$ cat config.mk
export PLATFORM = sky130hd
export DESIGN_NAME = lfb_core
export DESIGN_NICKNAME = d
export VERILOG_FILES = /design/src/rtl/lfb_pkg.sv /design/src/rtl/lfb_alu_if.sv /design/src/rtl/lfb_alu.sv /design/src/rtl/lfb_core.sv
export SDC_FILE = /design/constraint.sdc
export NUM_CORES = 1
export LEC_CHECK = 0
export BUFFER_PORTS_ARGS = -buffer_cell sky130_fd_sc_hd__clkbuf_2
export CAP_MARGIN = 40
export CORE_UTILIZATION = 30
export DETAILED_ROUTE_END_ITERATION = 10
export GPL_ROUTABILITY_DRIVEN = 0
export PLACE_DENSITY_LB_ADDON = 0.12
export SLEW_MARGIN = 15
export SYNTH_ARGS = -nofsm -noshare
export SYNTH_HDL_FRONTEND = slang
export SYNTH_SLANG_ARGS = --single-unit
$ cat constraint.sdc
create_clock -name sys_clk_i -period 4.15 [get_ports sys_clk_i]
set_input_delay 0.83 -clock sys_clk_i [delete_from_list [all_inputs] [get_ports sys_clk_i]]
set_output_delay 0.83 -clock sys_clk_i [all_outputs]
set_load 0.02 [all_outputs]
$ cat src/rtl/lfb_pkg.sv
package lfb_pkg;
	localparam int unsigned DATA_W = 16;
	localparam int unsigned TBL_W = 32;
	localparam int unsigned SEL_W = 5;
	localparam int unsigned CNT_W = 5;
	localparam int unsigned SUB_W = 8;
	localparam logic [7:0] SUB_MAX_SMALL = 8'h0F;
	localparam logic [7:0] SUB_MAX_LARGE = 8'hFF;
	localparam int unsigned DEPTH_LARGE = 3;
	localparam int unsigned DEPTH_W = 2;
	localparam int unsigned LOOP_W = 15;
	localparam logic [14:0] LOOP_MAX = 15'h7FFF;
	localparam logic [14:0] LOOP_MIN = 15'h0001;
	localparam int unsigned IRQ_W = 2;
	localparam logic [1:0] RST_PEND = 2'h0;
	localparam logic RST_IRQ_EN = 1'b0;

	typedef enum logic [2:0] {
		LFB_OP_NONE = 3'b000,
		LFB_OP_EXPAND = 3'b001,
		LFB_OP_TALLY = 3'b010,
		LFB_OP_CALL = 3'b011,
		LFB_OP_EXIT = 3'b100,
		LFB_OP_LOOP = 3'b101,
		LFB_OP_NEXT = 3'b110,
		LFB_OP_IRQ = 3'b111
	} lfb_op_t;
endpackage : lfb_pkg

$ cat src/rtl/lfb_alu_if.sv
`timescale 1ns/10ps
interface lfb_alu_if;
	import lfb_pkg::*;
	logic [DATA_W-1:0] src;
	logic [SEL_W-1:0] sel;
	logic [TBL_W-1:0] table_v;
	logic [CNT_W-1:0] tally;
	modport core(output src, output sel, input table_v, input tally);
	modport alu(input src, input sel, output table_v, output tally);
endinterface : lfb_alu_if

$ cat src/rtl/lfb_alu.sv
`timescale 1ns/10ps
module lfb_alu
	import lfb_pkg::*;
(
	lfb_alu_if.alu bus
);
	logic [CNT_W-1:0] sum [DATA_W+1];
	assign sum[0] = '0;
	// Per-bit decode and tally chain
	for (genvar i = 0; i < TBL_W; i++) begin : g_bit
		assign bus.table_v[i] = (bus.sel == SEL_W'(i));
		if (i < DATA_W) begin : g_cnt
			assign sum[i+1] = sum[i] + CNT_W'(bus.src[i]);
		end
	end
	assign bus.tally = sum[DATA_W];
endmodule : lfb_alu

$ cat src/rtl/lfb_core.sv
`timescale 1ns/10ps
// Notes on behaviour
// - Expand selects one table bit, clears rest
// - Tally counts ones of source word
// - Call jumps to numbered subroutine
// - Call output OFF, and OFF again at return
// - Numbers 0-15 small, 0-255 large
// - Large model nests calls three deep
// - Exit resumes at invoking call
// - Loop input OFF runs segment once
// - Next input OFF breaks loop immediately
// - Allow enables timer and I/O interrupts
// - Lowest pending cause serviced after allow when none runs; next after done
// - Block stops timer and I/O interrupts
module lfb_core
	import lfb_pkg::*;
(
	input wire logic sys_clk_i,
	input wire logic rst_i,
	input wire logic large_model_i,
	input wire logic exec_i,
	input wire lfb_op_t op_i,
	input wire logic rung_in_i,
	input wire logic irq_off_i,
	input wire logic [DATA_W-1:0] src_i,
	input wire logic [SUB_W-1:0] sub_num_i,
	input wire logic [LOOP_W-1:0] loop_n_i,
	input wire logic [IRQ_W-1:0] irq_cause_i,
	input wire logic irq_done_i,
	output logic rung_out_o,
	output logic [TBL_W-1:0] table_o,
	output logic [DATA_W-1:0] tally_o,
	output logic jump_o,
	output logic [SUB_W-1:0] jump_sub_o,
	output logic resume_o,
	output logic call_err_o,
	output logic [DEPTH_W-1:0] depth_o,
	output logic loop_back_o,
	output logic loop_exit_o,
	output logic irq_en_o,
	output logic [IRQ_W-1:0] irq_pend_o,
	output logic irq_run_o,
	output logic [IRQ_W-1:0] irq_sel_o
);
	lfb_alu_if alu_bus();
	lfb_alu u_alu (
		.bus(alu_bus.alu)
	);
	assign alu_bus.src = src_i;
	assign alu_bus.sel = src_i[SEL_W-1:0];

	////////////////////////////////////////////////////////////////
	// Decode
	wire go = exec_i && rung_in_i;
	wire do_expand = go && (op_i == LFB_OP_EXPAND);
	wire do_tally = go && (op_i == LFB_OP_TALLY);
	wire do_call_req = go && (op_i == LFB_OP_CALL);
	wire do_exit = exec_i && (op_i == LFB_OP_EXIT);
	wire do_loop = exec_i && (op_i == LFB_OP_LOOP);
	wire do_next = exec_i && (op_i == LFB_OP_NEXT);
	wire do_irq = go && (op_i == LFB_OP_IRQ);
	wire [SUB_W-1:0] sub_max = large_model_i ? SUB_MAX_LARGE : SUB_MAX_SMALL;
	wire [DEPTH_W-1:0] depth_max = large_model_i ? DEPTH_W'(DEPTH_LARGE) : DEPTH_W'(1);
	logic [DEPTH_W-1:0] depth_q;
	wire num_ok = (sub_num_i <= sub_max);
	wire room = (depth_q < depth_max);
	wire do_call = do_call_req && num_ok && room;
	wire pop = do_exit && (depth_q != '0);
	// Rung output is off for any non-executed instruction
	wire out_d = do_exit ? 1'b0 : do_loop ? rung_in_i : do_next ? rung_in_i : go && !(do_call_req && !do_call);

	////////////////////////////////////////////////////////////////
	// Data results
	always_ff @(posedge sys_clk_i) begin
		if (rst_i) begin
			table_o <= '0;
			tally_o <= '0;
			rung_out_o <= 1'b0;
		end else begin
			rung_out_o <= out_d && !do_call;
			if (do_expand) table_o <= alu_bus.table_v;
			if (do_tally) tally_o <= DATA_W'(alu_bus.tally);
		end
	end

	////////////////////////////////////////////////////////////////
	// Call stack: return is answered on resume_o, output OFF with it
	always_ff @(posedge sys_clk_i) begin
		if (rst_i) begin
			depth_q <= '0;
			jump_o <= 1'b0;
			jump_sub_o <= '0;
			resume_o <= 1'b0;
			call_err_o <= 1'b0;
		end else begin
			jump_o <= do_call;
			if (do_call) jump_sub_o <= sub_num_i;
			resume_o <= pop;
			call_err_o <= do_call_req && !do_call;
			if (do_call) depth_q <= depth_q + DEPTH_W'(1);
			else if (pop) depth_q <= depth_q - DEPTH_W'(1);
		end
	end
	assign depth_o = depth_q;

	////////////////////////////////////////////////////////////////
	// Counted loop; one loop at a time since nesting is barred
	logic [LOOP_W-1:0] left_q;
	logic active_q;
	wire [LOOP_W-1:0] n_clip = (loop_n_i == '0) ? LOOP_MIN : (loop_n_i > LOOP_MAX) ? LOOP_MAX : loop_n_i;
	wire again = active_q && rung_in_i && (left_q > LOOP_MIN);
	always_ff @(posedge sys_clk_i) begin
		if (rst_i) begin
			left_q <= '0;
			active_q <= 1'b0;
			loop_back_o <= 1'b0;
			loop_exit_o <= 1'b0;
		end else begin
			loop_back_o <= do_next && again;
			loop_exit_o <= do_next && !again;
			if (do_loop) begin
				left_q <= rung_in_i ? n_clip : LOOP_MIN;
				active_q <= 1'b1;
			end else if (do_next) begin
				left_q <= again ? left_q - LOOP_MIN : '0;
				active_q <= again;
			end
		end
	end

	////////////////////////////////////////////////////////////////
	// Interrupt gate; a cause that lands on the service edge stays pending
	logic [IRQ_W-1:0] pend_q;
	logic en_q;
	logic run_q;
	wire take = en_q && !run_q && (pend_q != '0);
	wire [IRQ_W-1:0] pick = pend_q & (~pend_q + IRQ_W'(1));
	always_ff @(posedge sys_clk_i) begin
		if (rst_i) begin
			pend_q <= RST_PEND;
			en_q <= RST_IRQ_EN;
			run_q <= 1'b0;
			irq_sel_o <= '0;
		end else begin
			if (do_irq) en_q <= !irq_off_i;
			pend_q <= (pend_q & ~(take ? pick : '0)) | irq_cause_i;
			if (take) irq_sel_o <= pick;
			if (take) run_q <= 1'b1;
			else if (irq_done_i) run_q <= 1'b0;
		end
	end
	assign irq_en_o = en_q;
	assign irq_pend_o = pend_q;
	assign irq_run_o = run_q;

	////////////////////////////////////////////////////////////////
	// Checks
	a_expand_onehot: assert property (@(posedge sys_clk_i) disable iff (rst_i)
		do_expand |=> (table_o == (TBL_W'(1) << $past(src_i[SEL_W-1:0]))))
		else $error("table not one-hot at selector");
	a_tally_value: assert property (@(posedge sys_clk_i) disable iff (rst_i)
		do_tally |=> (tally_o == DATA_W'($countones($past(src_i)))))
		else $error("tally mismatch");
	a_tally_range: assert property (@(posedge sys_clk_i) disable iff (rst_i)
		tally_o <= DATA_W'(DATA_W))
		else $error("tally above 16");
	a_call_jump: assert property (@(posedge sys_clk_i) disable iff (rst_i)
		do_call |=> jump_o && (jump_sub_o == $past(sub_num_i)))
		else $error("call did not jump");
	a_call_range: assert property (@(posedge sys_clk_i) disable iff (rst_i)
		jump_o |-> (jump_sub_o <= (large_model_i ? SUB_MAX_LARGE : SUB_MAX_SMALL)))
		else $error("subroutine number out of range");
	a_depth_limit: assert property (@(posedge sys_clk_i) disable iff (rst_i)
		depth_q <= (large_model_i ? DEPTH_W'(DEPTH_LARGE) : DEPTH_W'(1)))
		else $error("nesting too deep");
	a_exit_resume: assert property (@(posedge sys_clk_i) disable iff (rst_i)
		pop |=> resume_o && (depth_q == $past(depth_q) - DEPTH_W'(1)))
		else $error("exit did not resume");
	a_resume_out: assert property (@(posedge sys_clk_i) disable iff (rst_i)
		resume_o |-> $past(do_exit) && ($past(depth_q) != '0) && !jump_o)
		else $error("resume without a pending return");
	a_loop_once: assert property (@(posedge sys_clk_i) disable iff (rst_i)
		do_loop && !rung_in_i |=> (left_q == LOOP_MIN))
		else $error("off loop not single pass");
	a_loop_break: assert property (@(posedge sys_clk_i) disable iff (rst_i)
		do_next && !rung_in_i |=> loop_exit_o && !active_q)
		else $error("loop not broken");
	a_loop_load: assert property (@(posedge sys_clk_i) disable iff (rst_i)
		do_loop && rung_in_i |=> (left_q == $past(n_clip)) && (left_q >= LOOP_MIN))
		else $error("loop count wrong");
	a_irq_gate: assert property (@(posedge sys_clk_i) disable iff (rst_i)
		!en_q |=> !$rose(run_q))
		else $error("interrupt ran while blocked");
	a_irq_pending: assert property (@(posedge sys_clk_i) disable iff (rst_i)
		do_irq && !irq_off_i && (pend_q != '0) && !run_q |=> ##1 run_q)
		else $error("pending not serviced after allow");
	c_call_return: cover property (@(posedge sys_clk_i) disable iff (rst_i) jump_o ##[1:20] resume_o);
	c_depth_three: cover property (@(posedge sys_clk_i) disable iff (rst_i) depth_q == DEPTH_W'(DEPTH_LARGE));
	c_loop_back: cover property (@(posedge sys_clk_i) disable iff (rst_i) loop_back_o ##[1:10] loop_exit_o);
	c_irq_serviced: cover property (@(posedge sys_clk_i) disable iff (rst_i) $rose(run_q));
endmodule : lfb_core

==> impl_metrics.yaml <==
worst_hold_path:
  min_path_type: "reg2reg"
  holdCritStartpoint: "table_o[24]$_SDFFE_PP0P_"
  hold_depth: 2
critical_path:
  path_class: "in2reg"
  crit_required_ns: 4.34
  regToRegStartpoint: "left_q[9]$_SDFFE_PP0P_"
  ff2ff_path_depth: 5
  cp-startpoint: "src_i[2]"
  cp-end-kind: "register"
  crit_fanout: 2
  cp-start-kind: "primary input"
  cp_data_arrival_time_ns: 4.19
global_route:
  antenna_found_initial: 0
  grt_overflow: 0
  grt_pass1_wl_um: 17000
  grt_max_degree: 42
  grt_use_total_pct: 16.6
  grt_pass1_vias: 3426
drt:
  routed_wl_um: 10500
  drtIter0Drc: 252
  antenna_left: 0
  first_pass_iters: 4
  vias: 3518
  avgRoutedWirePerCell_um: 14.3
  drc: 0
  via_per_inst: 4.81
floorplan:
  start_util_pct: 30.8
  coreArea_um2: 12700
  die_area_um2: 13500
  pin_count: 121
  rows: 41
  die_h_um: 116
  die_x_um: 116
cts:
  clock-sinks: 75
  cts_root_buf: "clkbuf_16"
  h-tree-depth: 3
  cts_tree: "done"
  insertion_delay_ns: 0.34
  cts_made_buffers: 9
  clk_pin_slew_ns: 0.06
  cts_hold_buf: 0
  post_cts.repair.setup_buffers: 0
  cts-resized-gates: 0
  clockBufferDepth: 2
sta:
  skew_ns: 0.00500
  fin_tns_setup_ns: 0
  fmax_ghz: 0.250
  fin_crit_ns: 4.00
  period_share_pct: 96.5
  slew_violations: 0
  hold_viol_final: 0
  finalSetupViolations: 0
  slew_headroom_pct: 47.7
  rsz0062_at_grt: "false"
  worst_pin_slew_ns: 0.785
cells_and_area:
  antennaDiodeCount: 0
  synthToLayoutAreaGrowth_pct: 26.5
  fin_nets: 635
  mostFrequentLayoutCell: "clkbuf_2"
  mostFrequentLayoutCells: "109 x clkbuf_2, 75 x dfxtp_1, 48 x a21oi_1"
  drive_above_1_share_pct: 25.4
yosys:
  synthMuxAreaShare_pct: 3.11
  synth_xor_area_share_pct: 1.80
  ys_types: 56
  synth_top_family_by_area: "simple AND/OR/NAND/NOR gates"
  synth_fa_ha_area_share_pct: 11.2
  postSynthAreaPerCell_um2: 8.61
  synth_compound_area_share_pct: 14.4
  synth-seq-area-share_pct: 38.5
  synthCells: 453
  ys.flop_type: "dfxtp_1"
  netlist_area_um2: 3900
  ys_async_sr_fraction_pct: 0
  ys_top_cells_by_area: "dfxtp_1 39%, a21oi_1 6.2%, ha_1 6.1%"
  yosysTopAreaCell: "dfxtp_1"
  synth-edff-count: 0
  synth-simple-area-share_pct: 22.9
  yosysWarnings: 0
  yosysTopAreaCellShare_pct: 38.5
  ys_ff_latch: 75
run_status:
  status: "finished clean"
placed_design:
  io_buffers: 109
  dp_hpwl_um: 7600
power:
  p_per_area_nw_per_um2: 401
  power_w: 0.00198
  power.leakage_nw: 2.14
  ir_drop_uv: 222
run:
  drv_cap: 0
-- layout make-up --
class	instances	area [um^2]
clock buffer	11	253
clock inverter	4	97.6
fill	1353	7740
inverter	29	109
multi-input combinational	321	2130
sequential	75	1500
tap	172	215
timing repair buffer	119	626
-- power by group --
group | internal (W) | switching (W) | total, W
logic | 0.000138 | 0.000185 | 0.000324
registers | 0.000728 | 0.00000784 | 0.000736
clock network | 0.000617 | 0.000303 | 0.000920
-- cells by family (layout without fill, tap and decap cells) --
logic type      Yosys count  in the layout
compound gates           90             90
xor+xnor                  8              8
fa+ha+maj                29             29
buf+inv                  67            163
flops                    75             75
mux                      12             12
other cells               1             11
simple gates            171            171
-- critical path: stages --
cell,delay [ns]
clkbuf_2,0.09
inv_1,0.06
fa_1,0.51
fa_1,0.58
fa_1,0.43
fa_1,0.49
inv_1,0.05
fa_1,0.39
fa_1,0.42
a21o_1,0.19
nand3_1,0.07
a21oi_1,0.07
-- Yosys cell counts, drive strengths merged (4+ instances only) --
library cell / instances
inv: 28
fa: 10
ha: 19
xnor2: 6
nor3: 18
a222oi: 4
nor2: 27
o21ai: 6
a21oi: 49
a22oi: 8
buf: 17
nand4: 23
nand2: 47
mux2i: 11
clkbuf: 21
a211oi: 4
nand3: 22
nor2b: 5
or3: 5
nor4: 7
dfxtp: 75
-- sequential cells by signal (all words and copies together), names as in the netlist --
signal	count
jump_sub_o	8
irq_pend_o	2
depth_o	2
loop_exit_o	1
call_err_o	1
jump_o	1
resume_o	1
tally_o	5
active_q	1
irq_sel_o	2
irq_run_o	1
loop_back_o	1
table_o	32
rung_out_o	1
irq_en_o	1
left_q	15
-- metal layers --
| metal | up-vias | track usage, % | share of wire (%) |
|---|---|---|---|
| met5 | - | 0 | 0 |
| met1 | 1627 | 20.2 | 45 |
| met3 | 14 | 5.75 | 6.1 |
| li1 | 1785 | - | - |
| met4 | 0 | 5.56 | 1.3 |
| met2 | 92 | 27.3 | 48 |
-- path summary, 6_finish.rpt --
path                         endpoint  slack, ns
max           tally_o[4]$_SDFFE_PP0P_       0.15
min          table_o[24]$_SDFFE_PP0P_       0.45
max reg2reg    left_q[1]$_SDFFE_PP0P_       2.01
min reg2reg  table_o[24]$_SDFFE_PP0P_       0.45
-- per-stage QoR --
step | util, % | cells | instance area (um^2) | worst slack [ns] | hold WS, ns
2_1_floorplan | - | 463 | 3940 | 0.0168 | 0.460
3_3_place_gp | 36.0 | 714 | 4560 | -0.176 | 0.439
3_5_place_dp | 36.2 | 716 | 4580 | -0.222 | 0.444
4_1_cts | 38.9 | 731 | 4930 | 0.139 | 0.455
5_1_grt | 38.9 | 731 | 4930 | 0.0515 | 0.470
6_report | 38.9 | 731 | 4930 | 0.145 | 0.451
Note: power is estimated with default switching activity, not from simulation.
